## config.mk

```make
export PLATFORM = sky130hd
export DESIGN_NAME = lpac_rx_align
export DESIGN_NICKNAME = d
export VERILOG_FILES = /design/src/lpac_pkg.sv /design/src/lpac_trans_cnt.sv /design/src/lpac_rx_align.sv
export VERILOG_INCLUDE_DIRS = /design/src /design/src/src
export SDC_FILE = /design/constraint.sdc
export NUM_CORES = 1
export LEC_CHECK = 0
export ABC_AREA = 1
export BUFFER_PORTS_ARGS = -buffer_cell sky130_fd_sc_hd__clkbuf_2
export CAP_MARGIN = 20
export CORE_MARGIN = 2
export CORE_UTILIZATION = 45
export DETAILED_ROUTE_END_ITERATION = 12
export PLACE_DENSITY = 0.68
export SLEW_MARGIN = 15
export SYNTH_ARGS = -nofsm -noshare
export SYNTH_HDL_FRONTEND = slang
export SYNTH_SLANG_ARGS = --single-unit
```

## constraint.sdc

```tcl
create_clock -name clk_sys -period 3.6 [get_ports clk_sys]
set_input_delay 0.36 -clock clk_sys [delete_from_list [all_inputs] [get_ports clk_sys]]
set_output_delay 0.36 -clock clk_sys [all_outputs]
set_load 0.005 [all_outputs]
```

## src/lpac_cfg.svh

```systemverilog
// Constants of the receiver phase alignment block: register offsets, reset values and counts.
// Assumes a 32-bit Avalon-MM slave with byte addresses and a 25 MHz system clock.
`ifndef LPAC_CFG_SVH
`define LPAC_CFG_SVH
`define LPAC_ADDR_CTRL      5'h00
`define LPAC_ADDR_STATUS    5'h04
`define LPAC_ADDR_IRQ_STAT  5'h08
`define LPAC_ADDR_IRQ_MASK  5'h0C
`define LPAC_ADDR_DATA      5'h10
`define LPAC_CTRL_RST       8'h18
`define LPAC_IRQ_RST        2'h0
`define LPAC_DESER          4'hA
`define LPAC_DIV_HALF       4'h5
`define LPAC_TRANS_TARGET   9'h100
`define LPAC_PLL_STEP       3'h2
`define LPAC_DLY_STEP       3'h1
`define LPAC_HALF_TAPS      3'h4
`define LPAC_IRQ_LOCK       0
`define LPAC_IRQ_PHASE      1
`endif

```

## src/lpac_pkg.sv

```systemverilog
// Types of the receiver phase alignment block.
// Assumes lpac_cfg.svh for every numeric constant.
package lpac_pkg;
   typedef enum logic [1:0] {LPAC_M_DPA, LPAC_M_STATIC, LPAC_M_CDR} lpac_mode_t;
   typedef enum logic [2:0] {CAL_IDLE, CAL_STEP1, CAL_STEP2, CAL_STEP3, CAL_LOCKED} lpac_cal_t;
   typedef struct packed {
      logic [2:0] static_phase;
      logic       std_out;
      logic       clear;
      logic       pll_cal;
      logic [1:0] mode;
   } lpac_ctrl_t;
   typedef struct packed {
      logic        read;
      logic        write;
      logic [4:0]  addr;
      logic [31:0] wdata;
      logic        lane0;
   } lpac_avs_req_t;
endpackage

```

## src/lpac_trans_cnt.sv

```systemverilog
// Transition counter used by the calibration sequence.
// Assumes bit_in is already synchronous to clk_sys.
`timescale 1ns/100ps
`include "lpac_cfg.svh"
module lpac_trans_cnt (
   input  wire logic       clk_sys,
   input  wire logic       resetn,
   input  wire logic       restart,
   input  wire logic       bit_in,
   output logic [8:0]      count_q
);
   logic       prev_q;
   logic [8:0] count_d;

   always_comb begin
      count_d = count_q;
      if (restart) begin
         count_d = 9'h000;
      end else if (bit_in != prev_q && count_q != `LPAC_TRANS_TARGET) begin
         count_d = 9'(count_q + 9'h001);
      end
   end

   always_ff @(posedge clk_sys) begin
      if (!resetn) begin
         count_q <= 9'h000;
         prev_q  <= 1'b0;
      end else begin
         count_q <= count_d;
         prev_q  <= bit_in;
      end
   end
endmodule

```

## src/lpac_rx_align.sv

```systemverilog
// Receiver phase alignment, calibration and deserializer for one channel, with Avalon-MM registers.
// Assumes rx_taps are eight phase-spaced samples of the serial line from outside the clock domain.
`timescale 1ns/100ps
`include "lpac_cfg.svh"
module lpac_rx_align
   import lpac_pkg::*;
(
   input  wire logic        clk_sys,
   input  wire logic        resetn,
   input  wire logic [4:0]  avs_address,
   input  wire logic        avs_read,
   input  wire logic        avs_write,
   input  wire logic [31:0] avs_writedata,
   input  wire logic [3:0]  avs_byteenable,
   output logic [31:0]      avs_readdata,
   output logic             avs_waitrequest,
   output logic             irq,
   input  wire logic [7:0]  rx_taps,
   output logic [9:0]       rx_word,
   output logic             rx_word_valid,
   output logic             rx_divfwd_clk,
   output logic             rx_par_clk,
   output logic             dpa_locked,
   output logic             pll_shift_fwd,
   output logic             pll_shift_back,
   output logic             pll_quarter_pull,
   output logic             dly_insert
);
   function automatic logic [2:0] tap_add(input logic [2:0] a, input logic [2:0] b);
      tap_add = 3'(a + b);
   endfunction

   lpac_avs_req_t req;
   lpac_ctrl_t    ctrl_q, ctrl_d;
   lpac_mode_t    mode;
   lpac_cal_t     cal_q, cal_d;
   logic [1:0]    irq_stat_q, irq_stat_d, irq_mask_q, irq_mask_d, irq_set;
   logic [31:0]   rdata_d;
   logic          wait_d, irq_d, hit;
   logic [7:0]    tap_m_q, tap_s_q;
   logic [2:0]    phase_q, phase_d, ofs, samp_tap, ideal;
   logic          edge_found, bit_s, cnt_restart;
   logic [8:0]    trans_cnt;
   logic [3:0]    bit_cnt_q, bit_cnt_d, pcnt_q, pcnt_d;
   logic [9:0]    shift_q, shift_d, word_q, word_d, cap1_q, cap1_d, out_q, out_d;
   logic          stb_q, stb_d, cap1_v_q, cap1_v_d, out_v_d;
   logic          div_d, pclk_d;
   logic          lock_q, lock_d, fwd_d, back_d, pull_d, dly_d;

   assign req = '{read: avs_read, write: avs_write, addr: avs_address, wdata: avs_writedata,
                  lane0: avs_byteenable[0]};

   always_comb begin
      case (ctrl_q.mode)
         2'h0:    mode = LPAC_M_DPA;
         2'h2:    mode = LPAC_M_CDR;
         default: mode = LPAC_M_STATIC;
      endcase
   end

   // Register group. One wait cycle keeps read data registered and the decode off the bus path.
   always_comb begin
      ctrl_d     = ctrl_q;
      irq_mask_d = irq_mask_q;
      rdata_d    = avs_readdata;
      wait_d     = !((req.read || req.write) && avs_waitrequest);
      irq_set    = 2'h0;
      irq_set[`LPAC_IRQ_LOCK]  = lock_d && !lock_q;
      irq_set[`LPAC_IRQ_PHASE] = lock_q && (phase_d != phase_q);
      irq_stat_d = irq_stat_q;
      if (req.read && avs_waitrequest) begin
         if (req.addr == `LPAC_ADDR_CTRL) begin
            rdata_d = {24'h000000, ctrl_q};
         end else if (req.addr == `LPAC_ADDR_STATUS) begin
            rdata_d = {23'h000000, phase_q, cal_q, lock_q, mode};
         end else if (req.addr == `LPAC_ADDR_IRQ_STAT) begin
            rdata_d = {30'h00000000, irq_stat_q};
         end else if (req.addr == `LPAC_ADDR_IRQ_MASK) begin
            rdata_d = {30'h00000000, irq_mask_q};
         end else if (req.addr == `LPAC_ADDR_DATA) begin
            rdata_d = {22'h000000, out_q};
         end else begin
            rdata_d = 32'h00000000;
         end
      end
      if (req.write && !avs_waitrequest && req.lane0) begin
         if (req.addr == `LPAC_ADDR_CTRL) begin
            ctrl_d = lpac_ctrl_t'(req.wdata[7:0]);
         end else if (req.addr == `LPAC_ADDR_IRQ_STAT) begin
            irq_stat_d = irq_stat_q & ~req.wdata[1:0];
         end else if (req.addr == `LPAC_ADDR_IRQ_MASK) begin
            irq_mask_d = req.wdata[1:0];
         end
      end
      // A new event wins over a clear written in the same cycle.
      irq_stat_d = irq_stat_d | irq_set;
      irq_d      = |(irq_stat_d & irq_mask_d);
   end

   always_ff @(posedge clk_sys) begin
      if (!resetn) begin
         ctrl_q          <= lpac_ctrl_t'(`LPAC_CTRL_RST);
         irq_stat_q      <= `LPAC_IRQ_RST;
         irq_mask_q      <= `LPAC_IRQ_RST;
         avs_readdata    <= 32'h00000000;
         avs_waitrequest <= 1'b1;
         irq             <= 1'b0;
      end else begin
         ctrl_q          <= ctrl_d;
         irq_stat_q      <= irq_stat_d;
         irq_mask_q      <= irq_mask_d;
         avs_readdata    <= rdata_d;
         avs_waitrequest <= wait_d;
         irq             <= irq_d;
      end
   end

   // Tap synchroniser. Only the second stage is read by the logic.
   always_ff @(posedge clk_sys) begin
      if (!resetn) begin
         tap_m_q <= 8'h00;
         tap_s_q <= 8'h00;
      end else begin
         tap_m_q <= rx_taps;
         tap_s_q <= tap_m_q;
      end
   end

   // Phase search: sample half a bit away from the first edge seen between adjacent taps.
   always_comb begin
      edge_found = 1'b0;
      ideal      = phase_q;
      for (int i = 0; i < 7; i++) begin
         if (!edge_found && tap_s_q[i] != tap_s_q[i+1]) begin
            edge_found = 1'b1;
            ideal      = tap_add(3'(i), `LPAC_HALF_TAPS);
         end
      end
      phase_d = phase_q;
      if (mode == LPAC_M_STATIC) begin
         phase_d = ctrl_q.static_phase;
      end else if (ctrl_q.clear) begin
         phase_d = phase_q;
      end else if (edge_found && (mode == LPAC_M_CDR || !lock_q)) begin
         // Dynamic mode freezes after lock to keep margin; recovery mode must follow ppm drift.
         phase_d = ideal;
      end
      ofs = 3'h0;
      if (cal_q == CAL_STEP2) begin
         ofs = ctrl_q.pll_cal ? `LPAC_PLL_STEP : `LPAC_DLY_STEP;
      end
      samp_tap = tap_add(phase_q, ofs);
      bit_s    = tap_s_q[samp_tap];
   end

   // Calibration group.
   always_comb begin
      cal_d       = cal_q;
      cnt_restart = 1'b0;
      hit         = (trans_cnt == `LPAC_TRANS_TARGET);
      if (ctrl_q.clear || mode == LPAC_M_STATIC) begin
         cal_d       = CAL_IDLE;
         cnt_restart = 1'b1;
      end else begin
         case (cal_q)
            CAL_IDLE:  cal_d = CAL_STEP1;
            CAL_STEP1: cal_d = hit ? CAL_STEP2 : CAL_STEP1;
            CAL_STEP2: cal_d = hit ? CAL_STEP3 : CAL_STEP2;
            CAL_STEP3: cal_d = hit ? CAL_LOCKED : CAL_STEP3;
            default:   cal_d = CAL_LOCKED;
         endcase
         cnt_restart = (cal_d != cal_q);
      end
      lock_d = (cal_d == CAL_LOCKED);
      fwd_d  = ctrl_q.pll_cal && cal_q == CAL_STEP1 && cal_d == CAL_STEP2;
      back_d = ctrl_q.pll_cal && cal_q == CAL_STEP2 && cal_d == CAL_STEP3;
      pull_d = ctrl_q.pll_cal && (cal_d == CAL_STEP1 || cal_d == CAL_STEP2 || cal_d == CAL_STEP3);
      dly_d  = !ctrl_q.pll_cal && cal_d == CAL_STEP2;
   end

   lpac_trans_cnt u_trans_cnt (
      .clk_sys (clk_sys),
      .resetn  (resetn),
      .restart (cnt_restart),
      .bit_in  (bit_s),
      .count_q (trans_cnt)
   );

   always_ff @(posedge clk_sys) begin
      if (!resetn) begin
         cal_q          <= CAL_IDLE;
         phase_q        <= 3'h0;
         dpa_locked     <= 1'b0;
         lock_q         <= 1'b0;
         pll_shift_fwd  <= 1'b0;
         pll_shift_back <= 1'b0;
         pll_quarter_pull <= 1'b0;
         dly_insert     <= 1'b0;
      end else begin
         cal_q          <= cal_d;
         phase_q        <= phase_d;
         dpa_locked     <= lock_d;
         lock_q         <= lock_d;
         pll_shift_fwd  <= fwd_d;
         pll_shift_back <= back_d;
         pll_quarter_pull <= pull_d;
         dly_insert     <= dly_d;
      end
   end
   // Deserializer, capture stages and clock outputs.
   always_comb begin
      shift_d   = {shift_q[8:0], bit_s};
      bit_cnt_d = (bit_cnt_q == 4'(`LPAC_DESER - 4'h1)) ? 4'h0 : 4'(bit_cnt_q + 4'h1);
      pcnt_d    = (pcnt_q == 4'(`LPAC_DESER - 4'h1)) ? 4'h0 : 4'(pcnt_q + 4'h1);
      stb_d     = (bit_cnt_q == 4'(`LPAC_DESER - 4'h1));
      word_d    = stb_d ? shift_d : word_q;
      cap1_d    = word_q;
      cap1_v_d  = stb_q;
      out_d     = ctrl_q.std_out ? cap1_q : word_d;
      out_v_d   = ctrl_q.std_out ? cap1_v_q : stb_d;
      div_d     = (mode == LPAC_M_CDR) && (bit_cnt_d < `LPAC_DIV_HALF);
      pclk_d    = pcnt_d < `LPAC_DIV_HALF;
   end

   always_ff @(posedge clk_sys) begin
      if (!resetn) begin
         shift_q       <= 10'h000;
         bit_cnt_q     <= 4'h0;
         pcnt_q        <= 4'h0;
         stb_q         <= 1'b0;
         word_q        <= 10'h000;
         cap1_q        <= 10'h000;
         cap1_v_q      <= 1'b0;
         rx_word       <= 10'h000;
         rx_word_valid <= 1'b0;
         rx_divfwd_clk <= 1'b0;
         rx_par_clk    <= 1'b0;
      end else begin
         shift_q       <= shift_d;
         bit_cnt_q     <= bit_cnt_d;
         pcnt_q        <= pcnt_d;
         stb_q         <= stb_d;
         word_q        <= word_d;
         cap1_q        <= cap1_d;
         cap1_v_q      <= cap1_v_d;
         rx_word       <= out_d;
         rx_word_valid <= out_v_d;
         rx_divfwd_clk <= div_d;
         rx_par_clk    <= pclk_d;
      end
   end
   assign out_q   = rx_word;
endmodule

```

Yosys cells after proc, flatten, opt, wreduce, memory -nomap -nowiden:

Index checks and enable logic that the tools add are counted.

* register bits: 135
* input port bits: 53
* word-level logic and storage cells: 160

* add/sub/neg operators: 4
* magnitude comparators: 3
* equal/unequal tests: 28
* multiplexer cells: 46
* bitwise operators: 5
* reduce and logical (&&, ||, !) cells: 42

Operator list (number)
* 10-bit 2-to-1 mux: 7
* 3-bit 2-to-1 mux: 13
* 1-bit logical AND: 21
* 2-bit 2-to-1 mux: 10
* 3-bit by 2-bit equality test with 1-bit output, second input constant: 4
* 3-bit one-hot mux with 4 select lines: 1
* 1-bit 2-to-1 mux: 11
* 5-bit by 4-bit equality test with 1-bit output, second input constant: 2
* 1-bit logical NOT: 10
* 9-bit by 1-bit adder with 9-bit output, second input constant: 1
* 9-bit equality test, second input constant: 1
* 9-bit inequality test, second input constant: 1
* 4-bit by 1-bit adder with 4-bit output, second input constant: 2
* 4-bit equality test, second input constant: 2
* 4-bit by 3-bit < comparator with 1-bit output, second input constant: 2
* 4-bit 2-to-1 mux: 2
* 1-bit inequality test: 8
* 3-bit by 1-bit equality test with 1-bit output, second input constant: 2
* 3-bit inequality test: 2
* 5-bit by 3-bit equality test with 1-bit output, second input constant: 1
* 5-bit equality test, second input constant: 1
* 5-bit logical NOT: 1
* 1-bit logical OR: 5
* 2-bit bitwise AND: 2
* other kinds (14): 16

Logic depth before layout (Yosys ltp):

* depth in word-level cells: 29
* mapped depth: 19

Cells and area by module:

From an unflattened synthesis, not the netlist that was laid out.

* cells, all modules: 659
* area, all modules: 4904.7 um^2

Modules (own cells, without submodules)
* lpac_rx_align: instances 1, cells an instance 566, area each 4317.9 um^2, seq. area each 2062.0 um^2
* lpac_trans_cnt: instances 1, cells an instance 93, area each 586.8 um^2, seq. area each 200.2 um^2

Least setup slack after synthesis:

No wires, ideal clock.

* path type: register -> register
* start: register cal_q[1]
* end: register u_trans_cnt.count_q[6]
* data arrival time: 2.366 ns
* setup slack: 1.117 ns
* stages on the path, launching flop included: 20
* path buffers: 0
* path through: dfxtp_1 inv_1 nor3_1 inv_1 nor2_1 ha_1 fa_1 inv_1 a21oi_1 o21ai_0 nand3_1 nand2_1 nand2_1 nand3_4 nor3_4 nand2_2 nor2_4 inv_2 o21ai_1 a21oi_1

* longest elaborated chain between the ends: 7
* elaborated cells between the ends (all ways): 15

RTL lines
* start, declared: line lpac_rx_align.sv:36 `lpac_cal_t cal_q, cal_d;`
* start signal, assigned: line lpac_rx_align.sv:200 `cal_q <= cal_d;`
* 3-bit by 2-bit equality test with 1-bit output: line lpac_rx_align.sv:149, lpac_rx_align.sv:165
* 2-bit 2-to-1 mux: line lpac_rx_align.sv:149 `if (cal_q == CAL_STEP2) begin`
* 3-bit adder: line lpac_rx_align.sv:30 `tap_add = 3'(a + b);`
* 1-bit binary-select mux with 3-bit select: line lpac_rx_align.sv:153 `bit_s = tap_s_q[samp_tap];`
* 1-bit 2-to-1 mux (implied by the code): line lpac_rx_align.sv:153
* 1-bit inequality test: line lpac_trans_cnt.sv:19 `` end else if (bit_in != prev_q && count_q != `LPAC_TRANS_TARGET) begin ``
* 1-bit logical AND (no line)
* end signal, assigned: line lpac_trans_cnt.sv:29 `count_q <= count_d;`
* end, declared: line lpac_trans_cnt.sv:10 `output logic [8:0] count_q`

Parallel ways exist; a longest one is shown, timed or not. The select of a mux whose other input is x is not followed.
A chain may end at the register's enable or synchronous reset.

Worst setup path in the final report:

* start: register cal_q[1]
* end: register u_trans_cnt.count_q[8]

The elaborated chain is that of the path after synthesis.

==> results.txt <==
* Outcome: finished, final reports clean
- Number of ports placed on the die boundary: 105
- Leak: 2.56 nW
- The number of hold violations in the final report was 0.
- Number of buffer cells added on primary ports: 55
- The number of antenna violations at the first check in global routing came to 0.
- Main area contributors after synthesis: sky130_fd_sc_hd__dfxtp_1 (47%), sky130_fd_sc_hd__nand2_1 (9.6%), sky130_fd_sc_hd__inv_1 (7.6%), sky130_fd_sc_hd__nor2_1 (5.2%), sky130_fd_sc_hd__o21ai_0 (3.9%)
- The floorplan step defined a die boundary enclosing 11400 sq um.
- After floorplanning, the core was divided into 37 placement rows.
* Total of warnings raised by yosys: 0
- After synthesis, the share of flip-flops with an asynchronous set or reset is 0%.
* Main combinational cell family by area after synthesis: simple AND/OR/NAND/NOR gates
- Clock tree from TritonCTS: built
- Cell area after synthesis: 4730 sq um
* Count of unique library cells instantiated by Yosys: 42
- Area share of fa/ha/maj cells after synthesis: 1.22%
- Setup repair after global routing left no endpoint under its margin.
- Power density normalized to cell area: 401 nW/um^2
* Layout cells sized above 1: 14.8%
- The H-tree generated during clock tree synthesis spans 3 levels.
- Fill cells in the final layout number 1035.
* Clock latency on the worst-skew pair: 0.38 ns
- Clock Power Share: 33.1%
* Fmax: 0.350 GHz
- Hold/Removal Path Class: input port to flop
- Number of global-route vias before repair: 3687
* Count of vias placed by the detailed router: 3923
- Post-CTS Hold Fix Bufs: 0
- In this run the vertical extent of the chip is 107 um.
- Worst rel slew slack: 45.7%
- Entering global routing, the biggest net connects 66 pins.
- Sequential fraction of the synthesis area: 47.4%
* End of the worst register-to-register path: u_trans_cnt.count_q[8]
* Met2 routed wirelength: 4530 um
- In this run switching power makes up 25.2% of total power.
* Relative contribution of combinational cells to total power: 6.1%
- The final critical path takes up 79.4% of the cycle.
- Data required time at the worst endpoint: 3.87 ns
- Post-CTS repair timing setup buffer count: 0
- The synthesized netlist devotes 12.1% of its cell area to compound gates.
* Main flop type after synthesis: sky130_fd_sc_hd__dfxtp_1
- The setup path with the least slack is of type flop to flop.
- For the final routed database, the setup TNS stands at 0 ns.
- STA classifies the critical path startpoint as a flop.
* WHS Path Cells: 3
* Wire length of the first global-routing pass: 16500 um
- Number of buffers created by CTS: 9
- Worst setup slack before clock tree synthesis: 0.757 ns
- Once detail routing completed, the nets flagged for antenna violations numbered 0.
- Across the VDD grid, the largest voltage drop is 0.000238 V.
- The tool flagged a number of max-cap violations equal to 0.
* Setup-failing EPs final: 0
- 0 antenna diodes ended up in the layout.
- Crit path setup slack, layout: 0.741 ns
- The number of slew-limit violations in the final report is 0.
- The worst hold path terminates at tap_m_q[7].
* Topmost layer with routed signal wires: met4
- The clock arrives with 0.0143 ns of skew.
- 1st-iter DRT viols: 173
* Critical path capture point type: flop
* Wl on met1: 4440 um
* Number of register bits inferred by synthesis: 112
- At the end of the flow, the number of nets in the layout was 726.
* Half-perimeter wire length after detailed placement: 7150 um
- Maximum count of clock buffers along a single path: 2
- After layout, the minimum clock period comes to 2.86 ns.
- Routability-driven placement finished with a final weighted congestion of 0.893.
- Critical R2R Launch: cal_q[1]
- Sequential share of power: 60.8%
- Top cell type by total area after synthesis: sky130_fd_sc_hd__dfxtp_1
- The worst register-to-register path has a depth of 19.
- Min Hold Slack: 0.164 ns
- Each instance of the synthesized netlist takes up on average 7.67 sq um.
- GRT Resource Usage Total: 18.1%
* Synth Area in Simple Gates: 24.2%
* Drt first pass iters: 4
- Met3 wirelength from detailed routing: 670 um
- DRC Markers: 0
* Area growth from synthesis to final layout: 10.4%
- The total overflow left after global routing is 0.
- The floorplan step defined a core boundary enclosing 10300 sq um.
- Synth Instances: 617
* R2R Setup Slk: 0.74 ns
- Wire length per cell after detailed routing: 12.0 um
- In this run the worst path has a maximum fanout of 9.
* Yosys top cell area share: 47.4%
- For this run, the share of the core covered by cells in the final layout is 50.8%.
- Of the post-synthesis cell area, the part taken by muxes is 1.90%.
* Number of enable-type register cells in the synthesized netlist: 0
- Post-cts gate resize count: 0
- For this configuration, the core starts out at a cell density of 46.1%.
- Sink Count: 112
* Vias per std cell: 4.84
* Most repeated cell in the gate-level netlist after synthesis: sky130_fd_sc_hd__nand2_1
- Horizontal extent of the die: 107 um
* Worst EP arrival: 3.13 ns
- CTS Root Buffer Type: sky130_fd_sc_hd__clkbuf_8
- Clock transition at path regs: 0.10 ns
- Xor and xnor area share after synthesis: 0.555%
- At the pin with the least slew margin, the transition time is 0.812 ns.
- Summed over all layers, the routed wires come to 9760 um.
- The startpoint identified for the worst hold timing path is rx_taps[7].
* Switching pwr: 0.529 mW
* Cell-internal power: 1.57 mW
- By count the netlist is led by sky130_fd_sc_hd__nand2_1 (121), sky130_fd_sc_hd__dfxtp_1 (112), sky130_fd_sc_hd__inv_1 (96).
## area by class of cell
cell class                 count  area [sq um]  share of cell area (%)
sequential                   112          2240                    42.9
multi-input combinational    389          1970                    37.8
inverter                     101           379                    7.26
timing repair buffer          56           283                    5.41
tap                          136           170                    3.26
clock buffer                  10           128                    2.44
clock inverter                 6          50.0                   0.958
## power groups by stage
| stage | clock network (mW) | registers [mW] | logic, mW |
|---|---|---|---|
| 3_5_place_dp | 0 | 1.30 | 0.128 |
| 6_report | 0.695 | 1.27 | 0.128 |
| 4_1_cts | 0.721 | 1.27 | 0.128 |
| 3_3_place_gp | 0 | 1.30 | 0.125 |
| 2_1_floorplan | 0 | 1.30 | 0.103 |
| 5_1_grt | 0.766 | 1.28 | 0.148 |
## critical path, cell delays in order, from the launching register on
cell and delay, ns:
sky130_fd_sc_hd__dfxtp_1 0.34, sky130_fd_sc_hd__inv_1 0.14, sky130_fd_sc_hd__nor3_1 0.06, sky130_fd_sc_hd__inv_1 0.09
sky130_fd_sc_hd__nor2_1 0.05, sky130_fd_sc_hd__ha_1 0.20, sky130_fd_sc_hd__fa_1 0.57, sky130_fd_sc_hd__inv_1 0.07
sky130_fd_sc_hd__a21oi_1 0.12, sky130_fd_sc_hd__o21ai_0 0.10, sky130_fd_sc_hd__nand3b_1 0.10, sky130_fd_sc_hd__nand2_1 0.09
sky130_fd_sc_hd__nand2_1 0.11, sky130_fd_sc_hd__nand3_4 0.13, sky130_fd_sc_hd__nor3_4 0.17, sky130_fd_sc_hd__nand2_2 0.11
sky130_fd_sc_hd__nor2_4 0.12, sky130_fd_sc_hd__nand4_1 0.08, sky130_fd_sc_hd__nand2_1 0.07, sky130_fd_sc_hd__nor2_1 0.04
## cells in the final DEF (no fill, tap or decap), types with 2 or more instances in the layout
cell type and count:
sky130_fd_sc_hd__nor3_1 17, sky130_fd_sc_hd__clkbuf_2 55, sky130_fd_sc_hd__nand3_2 3, sky130_fd_sc_hd__a31oi_1 5, sky130_fd_sc_hd__inv_2 5, sky130_fd_sc_hd__nand4_1 5
sky130_fd_sc_hd__nor2_1 65, sky130_fd_sc_hd__ha_1 3, sky130_fd_sc_hd__clkbuf_8 9, sky130_fd_sc_hd__nand2_2 7, sky130_fd_sc_hd__a21oi_2 2, sky130_fd_sc_hd__inv_6 3
sky130_fd_sc_hd__xor2_1 2, sky130_fd_sc_hd__nand2_4 3, sky130_fd_sc_hd__or2_2 2, sky130_fd_sc_hd__o21ai_0 37, sky130_fd_sc_hd__inv_1 96, sky130_fd_sc_hd__mux2i_1 9
sky130_fd_sc_hd__a21oi_1 33, sky130_fd_sc_hd__nand3_1 14, sky130_fd_sc_hd__o21ai_1 2, sky130_fd_sc_hd__dfxtp_1 112, sky130_fd_sc_hd__nor3b_1 2, sky130_fd_sc_hd__conb_1 22
sky130_fd_sc_hd__nand2_1 121, sky130_fd_sc_hd__nor2_4 2, sky130_fd_sc_hd__nor4_1 4, sky130_fd_sc_hd__a221oi_1 6, sky130_fd_sc_hd__o211ai_1 11
## layer usage
| layer | vias up | track usage [%] |
|---|---|---|
| li1 | 2009 | - |
| met2 | 106 | 29.7 |
| met5 | - | 0 |
| met3 | 8 | 4.32 |
| met4 | 0 | 5.94 |
| met1 | 1800 | 23.4 |
## worst max path at each step
stage	startpoint	endpoint	cells after the start
floorplan	cal_q[1]	u_trans_cnt.count_q[6]	19
global placement	cal_q[1]	u_trans_cnt.count_q[8]	19
detailed placement	cal_q[1]	u_trans_cnt.count_q[6]	19
CTS	cal_q[1]	u_trans_cnt.count_q[8]	19
global route	cal_q[1]	u_trans_cnt.count_q[8]	19
finish	cal_q[1]	u_trans_cnt.count_q[8]	19
## kinds of logic (layout without fill, tap and decap cells)
kind of cell | count (synthesis) | in the layout
AND/OR/NAND/NOR | 252 | 252
buffers and inverters | 137 | 173
flip-flops | 112 | 112
AO/OA/AOI/OAI | 99 | 99
multiplexers | 9 | 9
adder cells (fa/ha/maj) | 4 | 4
XOR/XNOR | 3 | 3
other | 1 | 22
## sequential cells by signal, summed over array words and instances (netlist names), 4 cells and up
register	flops
ctrl_q	8
bit_cnt_q	4
rx_word	10
shift_q	9
avs_readdata	10
pcnt_q	4
cap1_d	10
cap1_q	10
u_trans_cnt.count_q	9
tap_s_q	8
tap_m_q	8
## through the flow
step | cells | instance area [sq um] | total power, mW
final | 810 | 5230 | 2.10
after global routing | 810 | 5230 | 2.19
after CTS | 810 | 5230 | 2.12
after detailed placement | 794 | 5050 | 1.43
after global placement | 794 | 5050 | 1.43
after floorplan | 638 | 4810 | 1.40
Note: power is estimated with default switching activity, not from simulation.
